`config.mk`:
```
export PLATFORM = sky130hd
export DESIGN_NAME = sar_adc_sequencer
export DESIGN_NICKNAME = d
export VERILOG_FILES = /design/src/rtl/sar_pkg.sv /design/src/rtl/sar_adc_sequencer.sv /design/src/rtl/sar_clkdiv.sv /design/src/rtl/sar_core.sv
export SDC_FILE = /design/constraint.sdc
export NUM_CORES = 1
export LEC_CHECK = 0
export BUFFER_PORTS_ARGS = -buffer_cell sky130_fd_sc_hd__buf_2
export CELL_PAD_IN_SITES_DETAIL_PLACEMENT = 0
export CELL_PAD_IN_SITES_GLOBAL_PLACEMENT = 1
export CORE_ASPECT_RATIO = 1.4
export CORE_MARGIN = 2
export CORE_UTILIZATION = 32
export DETAILED_ROUTE_END_ITERATION = 10
export GPL_TIMING_DRIVEN = 0
export PLACE_DENSITY = 0.6
export REMOVE_ABC_BUFFERS = 1
export SKIP_LAST_GASP = 1
export SLEW_MARGIN = 20
export SYNTH_ARGS = -nofsm -noshare
export SYNTH_HDL_FRONTEND = slang
export SYNTH_SLANG_ARGS = --single-unit
```
`constraint.sdc`:
```
create_clock -name ref_clk_in -period 7 [get_ports ref_clk_in]
set_input_delay 0 -clock ref_clk_in [delete_from_list [all_inputs] [get_ports ref_clk_in]]
set_output_delay 0 -clock ref_clk_in [all_outputs]
set_load 0.01 [all_outputs]
```
`src/rtl/sar_pkg.sv`:
```
// Shared constants of the successive-approximation converter sequencer.
// Assumes a single 10 MHz clock and a plain address/strobe register port.
`default_nettype none
package sar_pkg;
  localparam logic [2:0] OFF_CTRL0  = 3'h0; // converter_control_first
  localparam logic [2:0] OFF_CTRL1  = 3'h1; // converter_control_second
  localparam logic [2:0] OFF_CTRL2  = 3'h2; // converter_control_third
  localparam logic [2:0] OFF_RESULT = 3'h3;
  localparam logic [2:0] OFF_STAT   = 3'h4;
  localparam logic [2:0] OFF_MASK   = 3'h5;
  // converter_control_first fields
  localparam int C0_CH_LSB  = 0;
  localparam int C0_RPT     = 3;
  localparam int C0_CKS_LSB = 4;
  localparam int C0_START   = 6;
  // converter_control_second fields
  localparam int C1_GRP     = 0;
  localparam int C1_RES10   = 3;
  localparam int C1_VREF    = 5;
  // converter_control_third field; status and mask done bit
  localparam int C2_SHOLD   = 0;
  localparam int ST_DONE    = 0;
  localparam logic [15:0] RST_CTRL  = 16'h0000;
  localparam logic [9:0]  RST_RESULT = 10'h000;
  localparam logic [3:0]  BASE_HIGH_GRP = 4'h8;
  // Conversion lengths in converter clock cycles
  localparam logic [5:0] CYC_8_NOSH  = 6'd49;
  localparam logic [5:0] CYC_10_NOSH = 6'd59;
  localparam logic [5:0] CYC_8_SH    = 6'd28;
  localparam logic [5:0] CYC_10_SH   = 6'd33;
  localparam logic [5:0] BITS_8  = 6'd8;
  localparam logic [5:0] BITS_10 = 6'd10;
  localparam logic [9:0] FULL_10 = 10'h3FF;
  localparam logic [9:0] FULL_8  = 10'h0FF;
  // Converter clock dividers from the system clock
  localparam logic [3:0] DIV_A = 4'h3;
  localparam logic [3:0] DIV_B = 4'h7;
  localparam logic [3:0] DIV_C = 4'hF;
endpackage : sar_pkg
`default_nettype wire

```
`src/rtl/sar_adc_sequencer.sv`:
```
// Register file, start control, channel decode and interrupt of the converter.
// Assumes a same-clock register master and an asynchronous analog comparator.
// Function
// - Conversion starts only when software writes one to the start bit.
// - Without sample-and-hold, 49 cycles at 8 bits, 59 at 10 bits.
// - With sample-and-hold, 28 cycles at 8 bits, 33 at 10 bits.
// - Resolution bit picks 8 or 10 bits, setting width and length.
// - Input above reference saturates result to all ones.
// - Three channel bits plus group bit pick inputs; group one uses codes 4-7.
// - Twelve analog inputs, exactly one converted at a time.
// - Each completed conversion is written to the result register.
// - One-shot converts once, clears start bit, raises completion interrupt.
// - Repeat converts until start bit cleared, no interrupt.
//
// Local design decisions: the address-and-strobe port and the placing of the registers.
`default_nettype none
module sar_adc_sequencer (
  input  wire logic        ref_clk_in,   // 10 MHz system clock
  input  wire logic        srst_in,      // sync reset, active high
  input  wire logic [2:0]  addr_in,      // register address
  input  wire logic [15:0] wdata_in,     // write data
  input  wire logic        wr_in,        // write strobe
  input  wire logic        rd_in,        // read strobe
  output logic      [15:0] rdata_out,    // read data, cycle after rd_in
  input  wire logic        osc_in,       // fast_onchip_osc_clock pin
  input  wire logic        cmp_in,       // analog comparator, async
  output logic      [3:0]  channel_out,  // analog_inputs mux select
  output logic             ref_conn_out, // reference ladder connect
  output logic             sample_out,   // sample phase
  output logic      [9:0]  trial_out,    // ladder trial code
  output logic             irq_out       // level interrupt
);
  typedef struct packed {
    logic [2:0]  ch;
    logic        rpt;
    logic [1:0]  cks;
    logic        start;
    logic        grp;
    logic        res10;
    logic        vref;
    logic        shold;
    logic [9:0]  result;
    logic        stat;
    logic        mask;
    logic [15:0] rdata;
    logic        c1;
    logic        c2;
  } sar_regs_t;
  sar_regs_t st_ff, nxt_st;

  logic       tick;
  logic       busy;
  logic       done;
  logic [9:0] core_res;
  logic       wr0;

  sar_clkdiv u_div (
    .ref_clk_in (ref_clk_in),
    .srst_in    (srst_in),
    .sel_in     (st_ff.cks),
    .osc_in     (osc_in),
    .tick_out   (tick)
  );

  sar_core u_core (
    .ref_clk_in (ref_clk_in),
    .srst_in    (srst_in),
    .tick_in    (tick),
    .go_in      (st_ff.start),
    .res10_in   (st_ff.res10),
    .shold_in   (st_ff.shold),
    .cmp_in     (st_ff.c2),
    .busy_out   (busy),
    .sample_out (sample_out),
    .done_out   (done),
    .trial_out  (trial_out),
    .result_out (core_res)
  );

  assign wr0 = wr_in && (addr_in == sar_pkg::OFF_CTRL0);

  always_comb begin
    nxt_st    = st_ff;
    nxt_st.c1 = cmp_in;
    nxt_st.c2 = st_ff.c1;
    // Hardware clear first so a same-cycle software set wins
    if (done && !st_ff.rpt) begin
      nxt_st.start = 1'b0;
    end
    if (wr_in) begin
      case (addr_in)
        sar_pkg::OFF_CTRL0: begin
          nxt_st.ch    = wdata_in[sar_pkg::C0_CH_LSB +: 3];
          nxt_st.rpt   = wdata_in[sar_pkg::C0_RPT];
          nxt_st.cks   = wdata_in[sar_pkg::C0_CKS_LSB +: 2];
          nxt_st.start = wdata_in[sar_pkg::C0_START];
        end
        sar_pkg::OFF_CTRL1: begin
          nxt_st.grp   = wdata_in[sar_pkg::C1_GRP];
          nxt_st.res10 = wdata_in[sar_pkg::C1_RES10];
          nxt_st.vref  = wdata_in[sar_pkg::C1_VREF];
        end
        sar_pkg::OFF_CTRL2: nxt_st.shold = wdata_in[sar_pkg::C2_SHOLD];
        sar_pkg::OFF_STAT: begin
          if (wdata_in[sar_pkg::ST_DONE]) begin
            nxt_st.stat = 1'b0;
          end
        end
        sar_pkg::OFF_MASK: nxt_st.mask = wdata_in[sar_pkg::ST_DONE];
        default: nxt_st.mask = st_ff.mask;
      endcase
    end
    // A result finishing after an abort request is still complete
    if (done) begin
      nxt_st.result = st_ff.res10 ? core_res : {2'b00, core_res[7:0]};
      if (!st_ff.rpt) begin
        nxt_st.stat = 1'b1;
      end
    end
    nxt_st.rdata = 16'h0000;
    if (rd_in) begin
      case (addr_in)
        sar_pkg::OFF_CTRL0: begin
          nxt_st.rdata[sar_pkg::C0_CH_LSB +: 3]  = st_ff.ch;
          nxt_st.rdata[sar_pkg::C0_RPT]          = st_ff.rpt;
          nxt_st.rdata[sar_pkg::C0_CKS_LSB +: 2] = st_ff.cks;
          nxt_st.rdata[sar_pkg::C0_START]        = st_ff.start;
        end
        sar_pkg::OFF_CTRL1: begin
          nxt_st.rdata[sar_pkg::C1_GRP]   = st_ff.grp;
          nxt_st.rdata[sar_pkg::C1_RES10] = st_ff.res10;
          nxt_st.rdata[sar_pkg::C1_VREF]  = st_ff.vref;
        end
        sar_pkg::OFF_CTRL2:  nxt_st.rdata[sar_pkg::C2_SHOLD] = st_ff.shold;
        sar_pkg::OFF_RESULT: nxt_st.rdata[9:0] = st_ff.result;
        sar_pkg::OFF_STAT:   nxt_st.rdata[sar_pkg::ST_DONE] = st_ff.stat;
        sar_pkg::OFF_MASK:   nxt_st.rdata[sar_pkg::ST_DONE] = st_ff.mask;
        default:             nxt_st.rdata = 16'h0000;
      endcase
    end
  end

  always_ff @(posedge ref_clk_in) begin
    if (srst_in) begin
      st_ff        <= '0;
      st_ff.result <= sar_pkg::RST_RESULT;
    end else begin
      st_ff <= nxt_st;
    end
  end

  // Group one only reaches inputs 8-11; low codes are undefined by software
  assign channel_out  = st_ff.grp ? (sar_pkg::BASE_HIGH_GRP | {2'b00, st_ff.ch[1:0]})
                                  : {1'b0, st_ff.ch};
  assign ref_conn_out = st_ff.vref;
  assign rdata_out    = st_ff.rdata;
  assign irq_out      = st_ff.stat & st_ff.mask;

  // Helper logic for checks
  logic [5:0] h_ticks_ff;
  logic       h_sat_ff;
  logic [5:0] h_exp;
  logic       clr_stat;
  always_ff @(posedge ref_clk_in) begin
    if (srst_in) begin
      h_ticks_ff <= 6'd0;
      h_sat_ff   <= 1'b0;
    end else if (!busy) begin
      h_ticks_ff <= done ? h_ticks_ff : 6'd0;
      h_sat_ff   <= done ? h_sat_ff : 1'b1;
    end else if (tick) begin
      h_ticks_ff <= h_ticks_ff + 6'd1;
      h_sat_ff   <= h_sat_ff & st_ff.c2;
    end
  end
  assign h_exp = st_ff.res10 ? (st_ff.shold ? sar_pkg::CYC_10_SH : sar_pkg::CYC_10_NOSH)
                             : (st_ff.shold ? sar_pkg::CYC_8_SH : sar_pkg::CYC_8_NOSH);
  // Software clear of the done flag, for the status checks
  assign clr_stat = wr_in && (addr_in == sar_pkg::OFF_STAT) && wdata_in[sar_pkg::ST_DONE];

  // Checks see the core through its busy, done, sample, trial and result outputs
  a_start_by_sw: assert property (@(posedge ref_clk_in) disable iff (srst_in)
    $rose(busy) |-> $past(st_ff.start))
    else $error("conversion began without start bit");

  a_start_runs: assert property (@(posedge ref_clk_in) disable iff (srst_in)
    $rose(st_ff.start)
    |=> busy)
    else $error("start bit did not launch a conversion");

  a_idle_stays: assert property (@(posedge ref_clk_in) disable iff (srst_in)
    (!st_ff.start && !busy)
    |=> !busy)
    else $error("conversion began while start bit clear");

  a_len_plain: assert property (@(posedge ref_clk_in) disable iff (srst_in)
    (done && !st_ff.shold) |-> h_ticks_ff == h_exp)
    else $error("wrong conversion length without sample-and-hold");

  a_len_hold: assert property (@(posedge ref_clk_in) disable iff (srst_in)
    (done && st_ff.shold) |-> h_ticks_ff == h_exp)
    else $error("wrong conversion length with sample-and-hold");

  a_len_bound: assert property (@(posedge ref_clk_in) disable iff (srst_in)
    busy
    |-> (h_ticks_ff < h_exp))
    else $error("conversion ran past its length");

  a_sample_first: assert property (@(posedge ref_clk_in) disable iff (srst_in)
    $rose(busy)
    |-> sample_out)
    else $error("conversion did not open with sampling");

  a_sample_idle: assert property (@(posedge ref_clk_in) disable iff (srst_in)
    !busy
    |-> !sample_out)
    else $error("sampling while idle");

  a_trial_top: assert property (@(posedge ref_clk_in) disable iff (srst_in)
    !st_ff.res10
    |-> (trial_out[1:0] == 2'h0))
    else $error("8-bit trial code not on the top ladder taps");

  a_low_byte: assert property (@(posedge ref_clk_in) disable iff (srst_in)
    (done && !st_ff.res10) |=> st_ff.result[9:8] == 2'b00)
    else $error("upper result bits set in 8-bit mode");

  a_saturate: assert property (@(posedge ref_clk_in) disable iff (srst_in)
    (done && h_sat_ff) |=> st_ff.result == (st_ff.res10 ? sar_pkg::FULL_10 : sar_pkg::FULL_8))
    else $error("over-range input did not saturate");

  a_result_load: assert property (@(posedge ref_clk_in) disable iff (srst_in)
    (done && st_ff.res10) |=> st_ff.result == $past(core_res))
    else $error("result register not updated");

  a_result_quiet: assert property (@(posedge ref_clk_in) disable iff (srst_in)
    !done
    |=> $stable(st_ff.result))
    else $error("result changed without a completion");

  a_oneshot_end: assert property (@(posedge ref_clk_in) disable iff (srst_in)
    (done && !st_ff.rpt && !wr0) |=> (!st_ff.start && st_ff.stat))
    else $error("one-shot did not stop and flag");

  a_done_pulse: assert property (@(posedge ref_clk_in) disable iff (srst_in)
    done
    |=> !done)
    else $error("completion pulse longer than one cycle");

  a_repeat_run: assert property (@(posedge ref_clk_in) disable iff (srst_in)
    (done && st_ff.rpt && st_ff.start && !wr0) |=> st_ff.start ##1 busy)
    else $error("repeat mode did not continue");

  a_repeat_noirq: assert property (@(posedge ref_clk_in) disable iff (srst_in)
    (done && st_ff.rpt && !st_ff.stat) |=> !st_ff.stat)
    else $error("repeat mode raised a flag");

  a_abort_hold: assert property (@(posedge ref_clk_in) disable iff (srst_in)
    (busy && !st_ff.start) |=> (!busy && !done && $stable(st_ff.result)))
    else $error("abort did not stop cleanly");

  a_chan_range: assert property (@(posedge ref_clk_in) disable iff (srst_in)
    channel_out <= 4'hB)
    else $error("channel select out of range");

  a_chan_steady: assert property (@(posedge ref_clk_in) disable iff (srst_in)
    (busy && !wr_in)
    |=> $stable(channel_out))
    else $error("input selection moved during a conversion");

  a_stat_sticky: assert property (@(posedge ref_clk_in) disable iff (srst_in)
    (st_ff.stat && !clr_stat)
    |=> st_ff.stat)
    else $error("done flag dropped without a clear");

  a_stat_clear: assert property (@(posedge ref_clk_in) disable iff (srst_in)
    (clr_stat && !done)
    |=> !st_ff.stat)
    else $error("done flag not cleared by software");

  a_irq_level: assert property (@(posedge ref_clk_in) disable iff (srst_in)
    (done && !st_ff.rpt && st_ff.mask && !(wr_in && addr_in == sar_pkg::OFF_MASK))
    |=> irq_out)
    else $error("interrupt not raised");

  a_rdata_idle: assert property (@(posedge ref_clk_in) disable iff (srst_in)
    !$past(rd_in)
    |-> (rdata_out == 16'h0000))
    else $error("read data outside its cycle");

  // Main scenarios worth seeing at least once
  c_oneshot: cover property (@(posedge ref_clk_in) disable iff (srst_in) done && !st_ff.rpt);
  c_repeat: cover property (@(posedge ref_clk_in) disable iff (srst_in)
    done && st_ff.rpt ##[1:1000] done);
  c_abort: cover property (@(posedge ref_clk_in) disable iff (srst_in) busy && !st_ff.start);
  c_irq: cover property (@(posedge ref_clk_in) disable iff (srst_in) irq_out);
  c_saturate: cover property (@(posedge ref_clk_in) disable iff (srst_in) done && h_sat_ff);
endmodule : sar_adc_sequencer
`default_nettype wire

```
`src/rtl/sar_clkdiv.sv`:
```
// Converter clock enable: divided system clock or synchronised oscillator.
// Assumes the oscillator pin is slower than a quarter of ref_clk_in.
`default_nettype none
module sar_clkdiv (
  input  wire logic       ref_clk_in, // system clock
  input  wire logic       srst_in,    // sync reset
  input  wire logic [1:0] sel_in,     // clock source select
  input  wire logic       osc_in,     // fast_onchip_osc_clock pin
  output logic            tick_out    // one-cycle converter clock enable
);
  typedef struct packed {
    logic [3:0] cnt;
    logic       s1;
    logic       s2;
    logic       s3;
    logic       tick;
  } sar_div_t;
  sar_div_t st_ff, nxt_st;

  always_comb begin
    nxt_st      = st_ff;
    nxt_st.s1   = osc_in;
    nxt_st.s2   = st_ff.s1;
    nxt_st.s3   = st_ff.s2;
    nxt_st.cnt  = st_ff.cnt + 4'h1;
    nxt_st.tick = 1'b0;
    case (sel_in)
      2'b00: nxt_st.tick = ((st_ff.cnt & sar_pkg::DIV_A) == sar_pkg::DIV_A);
      2'b01: nxt_st.tick = ((st_ff.cnt & sar_pkg::DIV_B) == sar_pkg::DIV_B);
      2'b10: nxt_st.tick = (st_ff.cnt == sar_pkg::DIV_C);
      2'b11: nxt_st.tick = st_ff.s2 & ~st_ff.s3;
      default: nxt_st.tick = 1'b0;
    endcase
  end

  always_ff @(posedge ref_clk_in) begin
    if (srst_in) begin
      st_ff <= '0;
    end else begin
      st_ff <= nxt_st;
    end
  end

  assign tick_out = st_ff.tick;
endmodule : sar_clkdiv
`default_nettype wire

```
`src/rtl/sar_core.sv`:
```
// Successive-approximation step engine: sampling phase, then one bit per tick.
// Assumes the comparator answer settles within the spacing of two ticks.
`default_nettype none
module sar_core (
  input  wire logic       ref_clk_in, // system clock
  input  wire logic       srst_in,    // sync reset
  input  wire logic       tick_in,    // converter clock enable
  input  wire logic       go_in,      // start level, low aborts
  input  wire logic       res10_in,   // 10-bit resolution
  input  wire logic       shold_in,   // sample-and-hold enable
  input  wire logic       cmp_in,     // synchronised comparator, 1 = input at or above trial
  output logic            busy_out,   // conversion running
  output logic            sample_out, // sampling phase
  output logic            done_out,   // one-cycle completion pulse
  output logic [9:0]      trial_out,  // trial code to the ladder
  output logic [9:0]      result_out  // last result
);
  typedef struct packed {
    logic       busy;
    logic       done;
    logic [5:0] cnt;
    logic [9:0] sar;
    logic [9:0] res;
  } sar_core_t;
  sar_core_t st_ff, nxt_st;
  logic [5:0] total;
  logic [5:0] nbits;
  logic [5:0] bidx;
  logic       bitph;
  logic [9:0] trial;

  always_comb begin
    case ({res10_in, shold_in})
      2'b00: total = sar_pkg::CYC_8_NOSH;
      2'b10: total = sar_pkg::CYC_10_NOSH;
      2'b01: total = sar_pkg::CYC_8_SH;
      2'b11: total = sar_pkg::CYC_10_SH;
      default: total = sar_pkg::CYC_8_NOSH;
    endcase
    nbits = res10_in ? sar_pkg::BITS_10 : sar_pkg::BITS_8;
    bitph = st_ff.busy && (st_ff.cnt >= total - nbits);
    bidx  = total - 6'd1 - st_ff.cnt;
    nxt_st      = st_ff;
    nxt_st.done = 1'b0;
    if (!go_in) begin
      nxt_st.busy = 1'b0;
    end else if (!st_ff.busy) begin
      if (!st_ff.done) begin
        nxt_st.busy = 1'b1;
        nxt_st.cnt  = '0;
        nxt_st.sar  = '0;
      end
    end else if (tick_in) begin
      nxt_st.cnt = st_ff.cnt + 6'd1;
      // Input above reference keeps every bit, so the code saturates
      if (bitph) begin
        nxt_st.sar[bidx[3:0]] = cmp_in;
      end
      if (st_ff.cnt == total - 6'd1) begin
        nxt_st.busy = 1'b0;
        nxt_st.done = 1'b1;
        nxt_st.res  = nxt_st.sar;
      end
    end
  end

  always_ff @(posedge ref_clk_in) begin
    if (srst_in) begin
      st_ff <= '0;
    end else begin
      st_ff <= nxt_st;
    end
  end

  assign busy_out   = st_ff.busy;
  assign done_out   = st_ff.done;
  assign result_out = st_ff.res;
  assign sample_out = st_ff.busy && !bitph;
  assign trial      = bitph ? (st_ff.sar | (10'h001 << bidx[3:0])) : st_ff.sar;
  // An 8-bit code drives the top taps of the 10-bit ladder, else it saturates early
  assign trial_out  = res10_in ? trial : {trial[7:0], 2'h0};
endmodule : sar_core
`default_nettype wire

```
==> flow_summary.json, run 1 <==
{
  "vdd_drop_max_uv": 130,
  "reg2reg_depth": 10,
  "hold_path_depth": 4,
  "synthDistinctLibCells": 58,
  "die_area_um2": 12800,
  "dp_hpwl_um": 6680,
  "synth_area_per_cell_um2": 8.83,
  "yosys_warnings": 0,
  "synth_top_area_share": 0.375,
  "nNetsFinal": 500,
  "report.final.hold_viol_count": 0,
  "die_w_um": 96.0,
  "leakage_nw": 1.73,
  "reg2reg_slack_ps": 3130,
  "drtAntennaViolNets": 0,
  "gp_congestion": 0.798,
  "antennaDiodeCount": 0,
  "clock_path_buffers": 2,
  "r2r_start": "st_ff[32]$_SDFFE_PP0P_",
  "io_buffer_count": 42,
  "fin_cells": 609,
  "crit_chain": "inv_1, ha_1, inv_1, ha_1, fa_1, xor2_1, nor4_2, or2_1, a31oi_1, mux2i_1, buf_2",
  "antenna_found_initial": 0,
  "grt_setup_unrepaired": "false",
  "grt_pass1_wl_um": 15300,
  "drtIter0Drc": 153,
  "outcome": "finished clean",
  "worstReg2RegEnd": "u_core.result_out[5]$_SDFFE_PP0P_",
  "syn_area_um2": 3790,
  "finClkSkew_ps": 4.18,
  "holdWs_ps": 45.7,
  "drive_above_1_share": 0.160,
  "synth.largest_area_cell": "dfxtp_1",
  "synth_edf_count": 0,
  "mostFrequentLayoutCells": "71 x dfxtp_1, 43 x nand2_1, 42 x buf_2",
  "async_reset_ff_frac": 0,
  "grt_use_met2": 0.254,
  "path_class": "reg2out",
  "cts.clk_slew.worst_paths_ps": 60,
  "fin_crit_sh": 0.591,
  "critPathTopFamily": "adder cells",
  "fmax_mhz": 242,
  "grt_overflow": 0,
  "die_height_um": 133,
  "clk_latency_ps": 330,
  "hold_path.class": "in2reg",
  "cp.required_ps": 7000,
  "powerDensity_nw_per_um2": 205,
  "crit_start": "st_ff[32]$_SDFFE_PP0P_",
  "route.detailed.wl_per_inst_um": 15.5,
  "num_rows": 47,
  "fin_setup_tns_ps": 0,
  "start_util": 0.324,
  "crit_arrival_ps": 4140,
  "h-tree-depth": 3,
  "fin_crit_ps": 4140,
  "numCtsBuffers": 9,
  "core_region_area_um2": 11700,
  "grtUsageMet1": 0.197,
  "finalSetupViolCount": 0,
  "synth.yosys.seq_area_share": 0.375,
  "via_per_inst": 5.04,
  "crit_path_end_kind": "primary output",
  "holdPathEnd": "st_ff[30]$_SDFFE_PP0P_",
  "wirelength_um": 9410,
  "num_io_pins": 58,
  "placed_cells": 582,
  "grt_pass1_vias": 2910,
  "detailroute.via_count": 3070,
  "root_buffer": "clkbuf_16",
  "drt_first_pass_iters": 5,
  "relSlewSlack": 0.340,
  "total_power_w": 0.000899,
  "slew_viol_final": 0,
  "synth_cells": 430,
  "ys_seq_elements": 71,
  "slowest_delay_ps": 550,
  "worstHoldStart": "wr_in",
  "cts_tree": "yes",
  "final_common_cell": "dfxtp_1",
  "use_met3": 0.0330,
  "worstPathMaxFanout": 14,
  "cp_num_buf_inv": 3,
  "drc": 0,
  "ys.flop_type": "dfxtp_1",
  "cts_sinks": 71,
  "synth_area_leaders": "dfxtp_1 37%, mux2i_1 5.8%, ha_1 5.6%",
  "syn_to_final_growth_pct": 15.5,
  "grt_max_degree": 52,
  "grt_use_total": 0.156,
  "slowest_stage": "inv_1",
  "maxCapViolations": 0,
  "worstSetupStartpointType": "flop",
  "grt_busiest_layer": "met2",
  "worst_pin_slew_ps": 991
}
==> cell type report <==
type                            count  area [µm²]
Clock inverter                      6        45.0
Tap cell                          147         184
Timing Repair Buffer               54         348
Multi-Input combinational cell    305        2090
Fill cell                        1188        7320
Inverter                           16        60.1
Sequential cell                    71        1420
Clock buffer                       10         239
==> cells by family after synthesis <==
kind of cell	after synthesis	share of synthesized area
AO/OA/AOI/OAI	78	0.150
AND/OR/NAND/NOR	165	0.225
XOR/XNOR	14	0.0343
multiplexers	24	0.0669
other	1	0.000988
flip-flops	71	0.375
buffers and inverters	59	0.0867
adder cells (fa/ha/maj)	18	0.0613
==> stage by stage <==
step | worst slack, ps | area (µm²) | util
final | 2860 | 4380 | 0.375
after global routing | 2590 | 4380 | 0.375
after CTS | 2820 | 4380 | 0.375
after detailed placement | 3120 | 3990 | 0.341
after global placement | 2220 | 3940 | 0.337
after floorplan | 3620 | 3540 | -
==> power breakdown <==
group	internal [W]	leakage [nW]	switching (W)
Combinational	0.0000204	1.02	0.0000339
Clock	0.000251	0.131	0.000182
Sequential	0.000409	0.574	0.00000409
==> synth_stat cells (4+ instances only) <==
cell,n
a211o_1,4
a21oi_1,16
a22o_1,4
a22oi_1,4
a311oi_1,6
a31oi_1,12
and2_1,7
and3_1,5
and4_1,4
buf_4,22
clkbuf_1,14
dfxtp_1,71
ha_1,17
inv_1,15
mux2i_1,22
nand2_1,43
nand2b_1,10
nand3_1,10
nand3b_1,4
nand4_1,12
nor2_1,40
nor2b_1,9
nor3_1,10
o211ai_1,6
o21ai_0,5
xnor2_1,6
xor2_1,7
==> tightest hold or removal path: stages <==
cell	delay (ps)
buf_2	100
nand3_1	90
mux2i_1	70
nor2_1	70
==> sequential cells by signal, indices dropped and copies added (netlist names) <==
register and count:
ref_conn_out 1, u_core.result_out 10, nxt_st 1, u_core.done_out 1, u_div.nxt_st 2, u_core.st_ff 16, st_ff 23, u_div.st_ff 5
u_div.tick_out 1, rdata_out 10, u_core.busy_out 1
==> routing by layer <==
layer | part of all wire | routed length [µm] | up-vias
met3 | 0.040 | 376 | 16
met4 | 0.024 | 222 | 0
met1 | 0.46 | 4320 | 1418
li1 | - | - | 1559
met5 | 0 | 0 | -
met2 | 0.48 | 4490 | 77
==> how the worst max path moves through the flow <==
stage          cells past startpoint                                 to  slack (ps)
2_1_floorplan                      9  u_core.result_out[3]$_SDFFE_PP0P_        3620
3_3_place_gp                       9  u_core.result_out[5]$_SDFFE_PP0P_        2220
3_5_place_dp                      10  u_core.result_out[5]$_SDFFE_PP0P_        3120
4_1_cts                           11                       trial_out[6]        2820
5_1_grt                           11                       trial_out[7]        2590
6_report                          11                       trial_out[6]        2860
==> what timing repair did <==
| action | 4_1_cts | 5_1_grt |
|---|---|---|
| hold buffers | 11 | 0 |
| setup buffers | 0 | 0 |
| endpoints found under the hold margin | 17 | 0 |
| resized for setup | 0 | 0 |
Power figures use the tool's default switching activity.
==> run 2: changes to the inputs <==
--- a/config.mk
+++ b/config.mk
@@ -5,6 +5,7 @@
 export SDC_FILE = /design/constraint.sdc
 export NUM_CORES = 1
 export LEC_CHECK = 0
+export ABC_AREA = 1
 export BUFFER_PORTS_ARGS = -buffer_cell sky130_fd_sc_hd__buf_2
 export CELL_PAD_IN_SITES_DETAIL_PLACEMENT = 0
 export CELL_PAD_IN_SITES_GLOBAL_PLACEMENT = 1
@@ -13,7 +14,7 @@
 export CORE_UTILIZATION = 32
 export DETAILED_ROUTE_END_ITERATION = 10
 export GPL_TIMING_DRIVEN = 0
-export PLACE_DENSITY = 0.6
+export PLACE_DENSITY = 0.63
 export REMOVE_ABC_BUFFERS = 1
 export SKIP_LAST_GASP = 1
 export SLEW_MARGIN = 20
==> constraint.sdc (replaced) <==
create_clock -name ref_clk_in -period 4 [get_ports ref_clk_in]
set_input_delay 0 -clock ref_clk_in [delete_from_list [all_inputs] [get_ports ref_clk_in]]
set_output_delay 0 -clock ref_clk_in [all_outputs]
set_load 0.01 [all_outputs]
==> run 2 against run 1 <==
Critical path depth grew 3. Non-clock buffer count is 1 higher. Synthesized cell count rose by 23%. Utilization rose by 0.90 points. Critical endpoint is now trial_out[7]. Global-route usage rose by 0.33 points. Critical path type unchanged. Via count grew 5.8%. Cell area decreased by 1.3%. Highest routed layer unchanged. Largest power group unchanged. Register-to-register slack worse by 2600 ps.
==> flow_summary.json, run 2 <==
{
  "wirelength_um": 9240,
  "fin_setup_tns_ps": 0,
  "critPathCapture": "trial_out[7]",
  "fin_crit_ps": 3680,
  "grt_pass1_vias": 3262,
  "largest_registers": "st_ff x23, u_core.st_ff x16",
  "synth.largest_area_cell": "dfxtp_1",
  "ys.flop_type": "dfxtp_1",
  "syn_to_final_growth_pct": 17.5,
  "gp_congestion": 0.799,
  "synth_commonest_cells": "124 x nand2_1, 73 x inv_1, 71 x dfxtp_1",
  "ys_seq_elements": 71,
  "antennaDiodeCount": 0,
  "yosys_warnings": 0,
  "clock_path_buffers": 2,
  "leakage_nw": 1.90,
  "antenna_found_initial": 0,
  "clk_latency_ps": 330,
  "reg2reg_slack_ps": 580,
  "outcome": "finished clean",
  "syn_area_um2": 3680,
  "nNetsFinal": 610,
  "grt_setup_unrepaired": "false",
  "synth_cells": 530,
  "hold_path.class": "in2reg",
  "h-tree-depth": 3,
  "synth_edf_count": 0,
  "synthMostInstantiatedCell": "nand2_1",
  "cts_tree": "yes",
  "async_reset_ff_frac": 0,
  "final_common_cell": "nand2_1",
  "worstPathMaxFanout": 14,
  "synth_top_area_share": 0.386,
  "largest_register_ffs": 23,
  "drc": 0,
  "crit_arrival_ps": 3680,
  "crit_path_end_kind": "primary output",
  "fmax_mhz": 272,
  "cts_sinks": 71,
  "grt_pass1_wl_um": 15300,
  "r2r_start": "st_ff[32]$_SDFFE_PP0P_",
  "mostFrequentLayoutCells": "124 x nand2_1, 72 x inv_1, 71 x dfxtp_1",
  "numCtsBuffers": 9,
  "dp_hpwl_um": 6840,
  "cts.clk_slew.worst_paths_ps": 50,
  "report.final.hold_viol_count": 0,
  "via_per_inst": 4.54,
  "die_w_um": 94.6,
  "worstSetupStartpointType": "flop",
  "fin_crit_sh": 0.921,
  "die_area_um2": 12400,
  "synth_area_per_cell_um2": 6.95,
  "synth_area_leaders": "dfxtp_1 39%, nand2_1 13%, inv_1 7.4%",
  "worstReg2RegEnd": "u_core.result_out[7]$_SDFFE_PP0P_",
  "reg2reg_depth": 13,
  "die_height_um": 131,
  "vdd_drop_max_uv": 247,
  "path_class": "reg2out",
  "drt_first_pass_iters": 4,
  "num_io_pins": 58,
  "drtIter0Drc": 101,
  "finalSetupViolCount": 0,
  "powerDensity_nw_per_um2": 388,
  "relSlewSlack": 0.370,
  "core_region_area_um2": 11300,
  "root_buffer": "clkbuf_16",
  "cp.required_ps": 4000,
  "crit_chain": "clkinvlp_4, buf_4, ha_1, xnor2_1, ha_1, nand2_1, nor2_1, nand2_1, nand2_1, nand2_1, o21bai_1, inv_1, o21ai_0, buf_2",
  "slowest_stage": "dfxtp_1",
  "io_buffer_count": 42,
  "synth.yosys.seq_area_share": 0.386,
  "grt_use_total": 0.159,
  "grt_max_degree": 41,
  "num_rows": 46,
  "synthDistinctLibCells": 37,
  "finClkSkew_ps": 5.88,
  "start_util": 0.326,
  "slowest_delay_ps": 730,
  "drtAntennaViolNets": 0,
  "maxCapViolations": 0,
  "largest-register": "st_ff",
  "drive_above_1_share": 0.121,
  "crit_start": "st_ff[32]$_SDFFE_PP0P_",
  "detailroute.via_count": 3249,
  "final_util": 0.384,
  "worst_pin_slew_ps": 942,
  "route.detailed.wl_per_inst_um": 12.9,
  "slew_viol_final": 0,
  "cp_common_cell": "nand2_1",
  "grt_overflow": 0
}
==> run 2: changes by cell type in the layout (fill, tap and decap cells not counted), moves of 9 or more <==
cell      previous run  this run
nand2_1             43       124
nand4_1             12         2
nand3_1             10        41
a21oi_1             16        52
o21ai_0              5        26
inv_1               15        72
nor2b_1              9         0
a31oi_1             12         3
nand2b_1            10         0
mux2i_1             22         0
==> run 2: timing repair <==
action | CTS | global route
hold buffers | 10 | 0
hold endpoints to repair | 14 | 0
setup endpoints to repair | 0 | 6
resized for setup | 0 | 1
buffers inserted | 0 | 3
==> run 2: report_power, final <==
part | internal [W] | switching (W) | total, W
combinational | 0.0000395 | 0.0000771 | 0.000117
sequential | 0.000717 | 0.00000790 | 0.000725
clock | 0.000557 | 0.000282 | 0.000839
total | 0.00131 | 0.000367 | 0.00168
==> run 2: critical path, delay by kind of cell (launching register included) <==
| kind | cells | cell delay (ps) |
|---|---|---|
| buffers and inverters | 4 | 790 |
| flip-flops | 1 | 730 |
| AND/OR/NAND/NOR | 5 | 610 |
| AO/OA/AOI/OAI | 2 | 590 |
| adder cells (fa/ha/maj) | 2 | 490 |
| XOR/XNOR | 1 | 140 |
==> run 2: metrics by stage <==
| stage | hold WS (ps) | total power, W | cells | area, µm² | worst slack (ps) |
|---|---|---|---|---|---|
| global placement | 204 | 0.000847 | 687 | 3890 | 414 |
| CTS | 1.52 | 0.00171 | 712 | 4300 | 119 |
| finish | 10.6 | 0.00168 | 715 | 4330 | 317 |
| floorplan | 66.7 | 0.000807 | 501 | 3500 | 1390 |
| global route | 35.7 | 0.00175 | 715 | 4330 | 25.3 |
| detailed placement | 212 | 0.000848 | 687 | 3890 | 435 |
==> run 2: final cells by class <==
| class | instances | area [µm²] |
|---|---|---|
| tap | 144 | 180 |
| sequential | 71 | 1420 |
| multi-input combinational | 352 | 1780 |
| clock inverter | 4 | 70.1 |
| inverter | 78 | 297 |
| clock buffer | 11 | 243 |
| timing repair buffer | 55 | 333 |
| fill | 1286 | 6950 |
==> run 2: metal layers <==
layer | track usage | up-vias | routed length (µm)
met3 | 0.0304 | 13 | 246
met2 | 0.290 | 47 | 4690
met5 | 0 | - | 0
met4 | 0.0588 | 0 | 161
met1 | 0.183 | 1451 | 4140
li1 | - | 1738 | -
==> run 2: worst min path at each step <==
stage / startpoint / end / slack (ps) / depth (start not counted)
after CTS: wr_in / st_ff[38]$_SDFFE_PP0P_ / 2 / 3
after global routing: wr_in / st_ff[38]$_SDFFE_PP0P_ / 40 / 3
after floorplan: srst_in / u_div.st_ff[4]$_SDFF_PP0_ / 70 / 1
final: wr_in / st_ff[38]$_SDFFE_PP0P_ / 10 / 3
after global placement: osc_in / u_div.nxt_st[2]$_SDFF_PP0_ / 200 / 3
after detailed placement: cmp_in / nxt_st[0]$_SDFF_PP0_ / 210 / 3
==> run 2: kinds of logic (layout without fill, tap and decap cells) <==
kind of cell,count (synthesis),in the layout,share of synthesized area
AOI/OAI and AO/OA,101,101,0.154
other,1,6,0.00102
xor gates and xnor gates,5,5,0.0119
and+or+nand+nor,222,222,0.249
buffers and inverters,112,148,0.135
adders and majority gates,18,18,0.0632
DFF,71,71,0.386
